<file path="config.mk">
export PLATFORM = sky130hd
export DESIGN_NAME = bofd_top
export DESIGN_NICKNAME = d
export VERILOG_FILES = /design/src/rtl/bofd_pkg.sv /design/src/rtl/bofd_sext.sv /design/src/rtl/bofd_cr_field.sv /design/src/rtl/bofd_top.sv
export SDC_FILE = /design/constraint.sdc
export NUM_CORES = 1
export LEC_CHECK = 0
export BUFFER_PORTS_ARGS = -buffer_cell sky130_fd_sc_hd__buf_4
export CAP_MARGIN = 20
export CORE_ASPECT_RATIO = 1.2
export CORE_MARGIN = 10
export CORE_UTILIZATION = 50
export CTS_CLUSTER_DIAMETER = 120
export CTS_CLUSTER_SIZE = 16
export DETAILED_ROUTE_END_ITERATION = 10
export PLACE_DENSITY = 0.86
export SYNTH_ARGS = -nofsm -noshare
export SYNTH_HDL_FRONTEND = slang
export SYNTH_SLANG_ARGS = --single-unit
</file>
<file path="constraint.sdc">
create_clock -name sys_clk -period 4.6 [get_ports sys_clk]
set_input_delay 0.92 -clock sys_clk [delete_from_list [all_inputs] [get_ports sys_clk]]
set_output_delay 0.92 -clock sys_clk [all_outputs]
set_load 0.02 [all_outputs]
</file>
<file path="src/rtl/bofd_pkg.sv">
// Shared constants for the branch-option field decoder.
// Assumes a 32-bit instruction word whose bit 0 (leftmost) is instr[31].
package bofd_pkg;

  localparam int INSTR_W      = 32;
  localparam int DATA_W       = 32;

  // Field positions as lsb index and width within instr[31:0]
  localparam int OPT_LSB      = 21;
  localparam int OPT_W        = 5;
  localparam int SEL_LSB      = 16;
  localparam int SEL_W        = 5;
  localparam int TGT_LSB      = 21;
  localparam int TGT_W        = 5;
  localparam int D_LSB        = 0;
  localparam int D_W          = 16;
  localparam int WOFF_LSB     = 2;
  localparam int WOFF_W       = 14;
  localparam int WOFF_SHIFT   = 2;
  localparam int LXO_LSB      = 1;
  localparam int LXO_W        = 10;
  localparam int SXO_LSB      = 1;
  localparam int SXO_W        = 9;
  localparam int SVCU_LSB     = 12;
  localparam int SVCU_W       = 4;
  localparam int SVCL_LSB     = 2;
  localparam int SVCL_W       = 3;
  localparam int UPM_LSB      = 12;
  localparam int UPM_W        = 8;

  // Condition register layout
  localparam int COND_FIELD_W = 4;
  localparam int COND_FIELDS  = 8;

  // Values after reset
  localparam logic [31:0] COND_RST  = 32'h0000_0000;
  localparam logic [31:0] COUNT_RST = 32'h0000_0000;

  // Branch behaviour selected by the options field
  typedef enum logic [3:0] {
    BOFD_DNZ_F  = 4'h0,
    BOFD_DZ_F   = 4'h1,
    BOFD_C_F    = 4'h2,
    BOFD_DNZ_T  = 4'h3,
    BOFD_DZ_T   = 4'h4,
    BOFD_C_T    = 4'h5,
    BOFD_DNZ    = 4'h6,
    BOFD_DZ     = 4'h7,
    BOFD_ALWAYS = 4'h8
  } bofd_mode_t;

  // Whole state of the top module
  typedef struct packed {
    logic [31:0]         cond;
    logic [31:0]         count;
    logic                br_valid;
    logic                br_taken;
    logic                br_dec;
    logic                fld_valid;
    logic [TGT_W-1:0]    tgt;
    logic [31:0]         simm;
    logic [31:0]         disp;
    logic [LXO_W-1:0]    lxo;
    logic [SXO_W-1:0]    sxo;
    logic [SVCU_W-1:0]   svc_up;
    logic [SVCL_W-1:0]   svc_lo;
    logic [UPM_W-1:0]    upm;
  } bofd_state_t;

endpackage : bofd_pkg

</file>
<file path="src/rtl/bofd_sext.sv">
// Sign extension of an immediate with optional low-order zero fill.
// Assumes OUT_W exceeds IN_W plus SHIFT; purely combinational.
module bofd_sext #(
  parameter int IN_W  = 16,
  parameter int SHIFT = 0,
  parameter int OUT_W = 32
) (
  input  wire logic [IN_W-1:0]  imm_in,
  output logic      [OUT_W-1:0] imm_out
);

  logic signed [OUT_W-1:0] ext;

  // Sign copies fill upper bits, zeros append on the right
  assign ext     = OUT_W'($signed(imm_in));
  assign imm_out = ext << SHIFT;

endmodule : bofd_sext

</file>
<file path="src/rtl/bofd_cr_field.sv">
// One condition-register field with its mask-gated update.
// Assumes the caller holds the register; purely combinational.
module bofd_cr_field #(
  parameter int W = 4
) (
  input  wire logic [W-1:0] old_val,
  input  wire logic [W-1:0] new_val,
  input  wire logic         upd_en,
  output logic      [W-1:0] next_val
);

  assign next_val = upd_en ? new_val : old_val;

endmodule : bofd_cr_field

</file>
<file path="src/rtl/bofd_top.sv">
// Branch-option field decoder with loop count and condition registers.
// Assumes same-clock inputs from fetch; bit 0 of the instruction is instr[31].
// Function
// - Options 1x1xx: branch always, no decrement, no condition test.
// - Options 0000x: decrement; branch if count nonzero and condition false.
// - Options 0001x: decrement; branch if count zero and condition false.
// - Options 001xx: no decrement; branch when condition false.
// - Options 0100x: decrement; branch if count nonzero and condition true.
// - Options 0101x: decrement; branch if count zero and condition true.
// - Options 011xx: no decrement; branch when condition true.
// - Options 1x00x: decrement; branch if count nonzero, condition ignored.
// - Options 1x01x: decrement; branch if count zero, condition ignored.
// - Bits 6-10 index the condition bit that receives a result.
// - Bits 16-31 sign-extend to a 32-bit immediate.
// - Bits 16-29 sign-extend with two zero bits appended.
// - Bits 21-30 form the 10-bit long extended opcode.
// - Bits 22-30 form the 9-bit short extended opcode.
// - Supervisor call subfields come from bits 16-19 and 27-29.
// - Bits 12-19 mask which four-bit condition fields get updated.
// - Mask bit 12 enables field 0, through bit 19 for field 7.
// - Bits 11-15 index the condition bit tested by a branch.
module bofd_top (
  input  wire logic        sys_clk,
  input  wire logic        reset,
  input  wire logic        instr_valid,
  input  wire logic [31:0] instr,
  input  wire logic        is_cond_branch,
  input  wire logic        is_move_to_cr,
  input  wire logic [31:0] move_data,
  input  wire logic        cond_bit_write_en,
  input  wire logic        cond_bit_value,
  input  wire logic        count_load_en,
  input  wire logic [31:0] count_load_value,
  output logic             branch_valid,
  output logic             branch_taken,
  output logic             count_decremented,
  output logic      [31:0] loop_count_register,
  output logic      [31:0] condition_register,
  output logic             fields_valid,
  output logic      [4:0]  condition_target_bit_field,
  output logic      [31:0] signed_immediate,
  output logic      [31:0] word_offset_displacement,
  output logic      [9:0]  long_extended_opcode_field,
  output logic      [8:0]  short_extended_opcode_field,
  output logic      [3:0]  svc_upper_subfield,
  output logic      [2:0]  svc_lower_subfield,
  output logic      [7:0]  condition_field_update_mask
);

  bofd_pkg::bofd_state_t state_reg;
  bofd_pkg::bofd_state_t state_next;

  logic [bofd_pkg::OPT_W-1:0] branch_options_field;
  logic [bofd_pkg::SEL_W-1:0] condition_bit_select_field;
  logic [bofd_pkg::TGT_W-1:0] tgt_field;
  logic [bofd_pkg::UPM_W-1:0] upm_field;
  logic [31:0]                simm_w;
  logic [31:0]                disp_w;
  logic [31:0]                cond_moved;
  logic [31:0]                count_dec;
  logic                       sel_bit;
  bofd_pkg::bofd_mode_t       mode;
  logic                       dec_en;
  logic                       cond_use;
  logic                       cond_sense;
  logic                       want_zero;
  logic                       count_ok;
  logic                       cond_ok;
  logic                       do_branch;

  // Field slicing
  assign branch_options_field       = instr[bofd_pkg::OPT_LSB +: bofd_pkg::OPT_W];
  assign condition_bit_select_field = instr[bofd_pkg::SEL_LSB +: bofd_pkg::SEL_W];
  assign tgt_field                  = instr[bofd_pkg::TGT_LSB +: bofd_pkg::TGT_W];
  assign upm_field                  = instr[bofd_pkg::UPM_LSB +: bofd_pkg::UPM_W];

  // Tested condition bit, bit 0 is the leftmost
  assign sel_bit   = state_reg.cond[5'd31 - condition_bit_select_field];
  assign count_dec = state_reg.count - 32'h0000_0001;

  // Immediates
  bofd_sext #(
    .IN_W  (bofd_pkg::D_W),
    .SHIFT (0),
    .OUT_W (32)
  ) u_sext_d (
    .imm_in  (instr[bofd_pkg::D_LSB +: bofd_pkg::D_W]),
    .imm_out (simm_w)
  );

  bofd_sext #(
    .IN_W  (bofd_pkg::WOFF_W),
    .SHIFT (bofd_pkg::WOFF_SHIFT),
    .OUT_W (32)
  ) u_sext_woff (
    .imm_in  (instr[bofd_pkg::WOFF_LSB +: bofd_pkg::WOFF_W]),
    .imm_out (disp_w)
  );

  // Mask-gated field update; field k sits in slice 7-k
  genvar gi;
  generate
    for (gi = 0; gi < bofd_pkg::COND_FIELDS; gi++) begin : g_crf
      bofd_cr_field #(
        .W (bofd_pkg::COND_FIELD_W)
      ) u_crf (
        .old_val  (state_reg.cond[gi*bofd_pkg::COND_FIELD_W +: bofd_pkg::COND_FIELD_W]),
        .new_val  (move_data[gi*bofd_pkg::COND_FIELD_W +: bofd_pkg::COND_FIELD_W]),
        .upd_en   (is_move_to_cr && upm_field[gi]),
        .next_val (cond_moved[gi*bofd_pkg::COND_FIELD_W +: bofd_pkg::COND_FIELD_W])
      );
    end
  endgenerate

  // Options pattern to branch behaviour
  always_comb begin
    casez (branch_options_field)
      5'b1?1??: mode = bofd_pkg::BOFD_ALWAYS;
      5'b0000?: mode = bofd_pkg::BOFD_DNZ_F;
      5'b0001?: mode = bofd_pkg::BOFD_DZ_F;
      5'b001??: mode = bofd_pkg::BOFD_C_F;
      5'b0100?: mode = bofd_pkg::BOFD_DNZ_T;
      5'b0101?: mode = bofd_pkg::BOFD_DZ_T;
      5'b011??: mode = bofd_pkg::BOFD_C_T;
      5'b1?00?: mode = bofd_pkg::BOFD_DNZ;
      5'b1?01?: mode = bofd_pkg::BOFD_DZ;
      default:  mode = bofd_pkg::BOFD_ALWAYS;
    endcase
  end

  always_comb begin
    dec_en     = 1'b0;
    cond_use   = 1'b0;
    cond_sense = 1'b0;
    want_zero  = 1'b0;
    case (mode)
      bofd_pkg::BOFD_DNZ_F: begin
        dec_en   = 1'b1;
        cond_use = 1'b1;
      end
      bofd_pkg::BOFD_DZ_F: begin
        dec_en    = 1'b1;
        cond_use  = 1'b1;
        want_zero = 1'b1;
      end
      bofd_pkg::BOFD_C_F: begin
        cond_use = 1'b1;
      end
      bofd_pkg::BOFD_DNZ_T: begin
        dec_en     = 1'b1;
        cond_use   = 1'b1;
        cond_sense = 1'b1;
      end
      bofd_pkg::BOFD_DZ_T: begin
        dec_en     = 1'b1;
        cond_use   = 1'b1;
        cond_sense = 1'b1;
        want_zero  = 1'b1;
      end
      bofd_pkg::BOFD_C_T: begin
        cond_use   = 1'b1;
        cond_sense = 1'b1;
      end
      bofd_pkg::BOFD_DNZ: begin
        dec_en = 1'b1;
      end
      bofd_pkg::BOFD_DZ: begin
        dec_en    = 1'b1;
        want_zero = 1'b1;
      end
      bofd_pkg::BOFD_ALWAYS: begin
        dec_en = 1'b0;
      end
      default: begin
        dec_en = 1'b0;
      end
    endcase
  end

  // Count and condition tests
  assign count_ok  = !dec_en || (want_zero == (count_dec == 32'h0000_0000));
  assign cond_ok   = !cond_use || (sel_bit == cond_sense);
  assign do_branch = instr_valid && is_cond_branch;

  always_comb begin
    state_next          = state_reg;
    state_next.br_valid = do_branch;
    state_next.br_dec   = do_branch && dec_en;
    state_next.br_taken = do_branch && count_ok && cond_ok;
    // Decrement wins over a load in the same cycle
    if (do_branch && dec_en) begin
      state_next.count = count_dec;
    end else if (count_load_en) begin
      state_next.count = count_load_value;
    end
    // Single-bit result write wins over a field move
    state_next.cond = cond_moved;
    if (cond_bit_write_en) begin
      state_next.cond[5'd31 - tgt_field] = cond_bit_value;
    end
    state_next.fld_valid = instr_valid;
    if (instr_valid) begin
      state_next.tgt    = tgt_field;
      state_next.simm   = simm_w;
      state_next.disp   = disp_w;
      state_next.lxo    = instr[bofd_pkg::LXO_LSB +: bofd_pkg::LXO_W];
      state_next.sxo    = instr[bofd_pkg::SXO_LSB +: bofd_pkg::SXO_W];
      state_next.svc_up = instr[bofd_pkg::SVCU_LSB +: bofd_pkg::SVCU_W];
      state_next.svc_lo = instr[bofd_pkg::SVCL_LSB +: bofd_pkg::SVCL_W];
      state_next.upm    = upm_field;
    end
  end

  always_ff @(posedge sys_clk) begin
    if (reset) begin
      state_reg     <= '0;
      state_reg.cond  <= bofd_pkg::COND_RST;
      state_reg.count <= bofd_pkg::COUNT_RST;
    end else begin
      state_reg <= state_next;
    end
  end

  // Outputs straight from the state register
  assign branch_valid                = state_reg.br_valid;
  assign branch_taken                = state_reg.br_taken;
  assign count_decremented           = state_reg.br_dec;
  assign loop_count_register         = state_reg.count;
  assign condition_register          = state_reg.cond;
  assign fields_valid                = state_reg.fld_valid;
  assign condition_target_bit_field  = state_reg.tgt;
  assign signed_immediate            = state_reg.simm;
  assign word_offset_displacement    = state_reg.disp;
  assign long_extended_opcode_field  = state_reg.lxo;
  assign short_extended_opcode_field = state_reg.sxo;
  assign svc_upper_subfield          = state_reg.svc_up;
  assign svc_lower_subfield          = state_reg.svc_lo;
  assign condition_field_update_mask = state_reg.upm;

  logic [4:0] opt_c;
  assign opt_c = branch_options_field;
endmodule : bofd_top

</file>
==> run_results.csv <==
group,metric,value,unit
grt,grt_max_degree,55,
placement,place_hpwl,14.58,mm
final_layout,final_cell_mix,"buf_4, nor2_1, dfxtp_1, mux2i_1, nand2_1",
route,ant_nets,0,
worst_setup_path,slowest_delay,690,ps
route,viasPerCell,5.573,
synth,synth_cells,699,
floorplan,core_area,11090,sq um
worst_setup_path,crit_chain,"or4_1 -> or4_4 -> nor4_1 -> xor2_1 -> or4b_1 -> o41ai_1 -> nor3b_1",
final_layout,area_delta_synth_final,31.16,%
clock_tree,holdBufCountCts,0,
sta,tightest_slew,962.3,ps
final_layout,multiInputGateArea,3039,sq um
placement,io_buffers,266,
clock_tree,cts_tree,"done",
floorplan,initial_utilization,51.49,%
sta,relSlewSlack,35.78,%
sta,final_max_slew_viol_count,0,
floorplan,die-area,16110,sq um
final_layout,final_nets,960,
clock_tree,cts.sinks,93,
clock_tree,numCtsBuffers,9,
grt,antenna_found_initial,0,
final_layout,fillCellCount,919,
final_layout,layout-drive-gt1-share,35.16,%
worst_setup_path,worstPathMaxFanout,13,
clock_tree,post_cts_buffers,0,
worst_setup_path,cp-end-kind,"flip-flop",
final_layout,layout_commonest_cell,"buf_4",
worst_setup_path,start_kind,"flip-flop",
synth,synth_top_area_share,32.61,%
grt,grt_pass1_vias,5410,
worst_setup_path,crit_family,"simple AND/OR/NAND/NOR gates",
floorplan,rows,42,
grt,grt_usage,22.08,%
synth,syn-mean-instance-area,8.168,sq um
route,vias,5645,
grt,overflow,0,
route,wire_per_inst,18.91,um
floorplan,die_y,137.1,um
synth,synthTopCellsByArea,"dfxtp_1, mux2i_1, buf_4",
sta,period_share,72.11,%
synth,ys.flop_type,"dfxtp_1",
grt,grt_pass1_wl,29.24,mm
sta,finClkSkew,6.105,ps
clock_tree,clock-root-buffer,"clkbuf_16",
synth,synth_seq_area_share,32.61,%
route,dr.pass1.iters,5,
synth,synth_top_area_cell,"dfxtp_1",
sta,clock.fmax,0.3015,GHz
clock_tree,cts_buffer_depth,2,
synth,yosysWarnings,0,
sta,fin_crit,3317,ps
clock_tree,htree_levels,3,
route,drt_wl_total,19.15,mm
sta,setup_viol,0,
pwr,cellPowerDensity,317.2,nW/um^2
pwr,finalPower,2.376,mW
job,max-cap-violations,0,
route,drc,0,
worst_setup_path,critPathSlowestCell,"or4_1",
min_path,hp-class,"reg -> reg",
synth,synth.distinct_cells,64,
floorplan,fp.dieW,117.5,um
sta,rsz0062_at_grt,"no",
route,drtIter0Drc,416,
run_status,status,"finished clean",
pwr,peakVddDrop,0.0001643,V
sta,finalSetupTns,0,ps
synth,ys_ff_latch,93,
clock_tree,post_cts_resized,0,
floorplan,io_pins,275,
worst_setup_path,cp.arrival,3540,ps
worst_setup_path,crit_required,4820,ps
worst_setup_path,crit_type,"reg -> reg",
sta,hold_viol_final,0,
placement,gp_congestion,0.8940,
worst_setup_path,worst-path-buf-inv,0,
pwr,p_leak,3.507,nW
final_layout,seqCellArea,1862,sq um
clock_tree,clkTransAtPathRegs,70,ps
final_layout,antennaDiodeCount,0,
synth,synth-edff-count,0,
synth,synth_area,5709,sq um
clock_tree,clock_latency,340,ps
synth,async_flop_share,0,%
registers in the layout, indices dropped and copies added (netlist names):
name,count
condition_register,32
loop_count_register,32
signed_immediate,15
condition_field_update_mask,5
condition_target_bit_field,5
branch_taken,1
branch_valid,1
count_decremented,1
fields_valid,1
worst min-delay path: cells and delay by family (launching register included):
kind	cells	cell delay (ps)
and+or+nand+nor	1	70
muxes	1	60
DFF	1	330
cells in the mapped netlist, drive strengths merged, types with 4 or more instances:
cell type  instances
clkbuf            38
mux2i             66
nor2             103
a21oi             27
inv                7
nor4              17
nor3b              7
nand3b             5
a211oi            35
xnor2              5
nor3              18
buf               89
nand3              8
a222oi             5
o21ai             23
a311oi             4
nand4              4
nand2             63
nand2b             4
dfxtp             93
or4                9
a221oi             7
or3                6
o31ai              4
mux4               4
cell type report:
| type | count | area share [%] |
|---|---|---|
| multi-input cells | 473 | 40.58 |
| repair buffers | 270 | 27.30 |
| flip-flops and latches | 93 | 24.86 |
| inverters | 7 | 0.3509 |
| clock inverters | 7 | 1.320 |
| well taps | 154 | 2.573 |
| clock buffers | 9 | 3.008 |
cell families (layout without fill, tap and decap cells):
| family | after synthesis | in the layout | share of synthesized area (%) |
|---|---|---|---|
| AO/OA/AOI/OAI | 127 | 127 | 15.34 |
| XOR/XNOR | 6 | 6 | 0.9204 |
| adder cells (fa/ha/maj) | 2 | 2 | 0.4382 |
| buffers and inverters | 134 | 293 | 14.27 |
| flip-flops | 93 | 93 | 32.61 |
| multiplexers | 73 | 73 | 13.74 |
| other | 1 | 2 | 0.06568 |
| AND/OR/NAND/NOR | 263 | 263 | 22.62 |
final timing paths:
path                                                                 start                                         end  slack (ps)  cells past startpoint
worst min-delay path            condition_target_bit_field[4]$_SDFFE_PP0P_  condition_target_bit_field[4]$_SDFFE_PP0P_         500                      2
worst max register to register         loop_count_register[0]$_SDFFE_PP0P_                     branch_taken$_SDFF_PP0_        1280                      7
worst min register to register  condition_target_bit_field[4]$_SDFFE_PP0P_  condition_target_bit_field[4]$_SDFFE_PP0P_         500                      2
worst max-delay path                   loop_count_register[0]$_SDFFE_PP0P_                     branch_taken$_SDFF_PP0_        1280                      7
routing by layer:
layer | wire (um) | GRT usage, %
met2 | 9783 | 39.24
met1 | 7242 | 24.01
met5 | 0 | 0
met4 | 304 | 8.459
met3 | 1820 | 7.337
power breakdown:
group | switching, mW | internal (mW)
sequential | 0.0703 | 0.858
combinational | 0.360 | 0.282
clock | 0.326 | 0.479
total | 0.756 | 1.62
metrics by stage:
step | utilization [%] | hold WS [ps] | cells | area [sq um] | worst slack [ps]
after CTS | 67.24 | 500.0 | 1011 | 7456 | 1292
final | 67.54 | 499.9 | 1013 | 7488 | 1283
after global routing | 67.54 | 527.8 | 1013 | 7488 | 1169
after detailed placement | 64.32 | 485.1 | 995 | 7132 | 1301
after floorplan | - | 558.6 | 700 | 5713 | 1528
after global placement | 64.32 | 475.6 | 995 | 7132 | 1383
No activity file was read; power rests on OpenSTA's default activity.
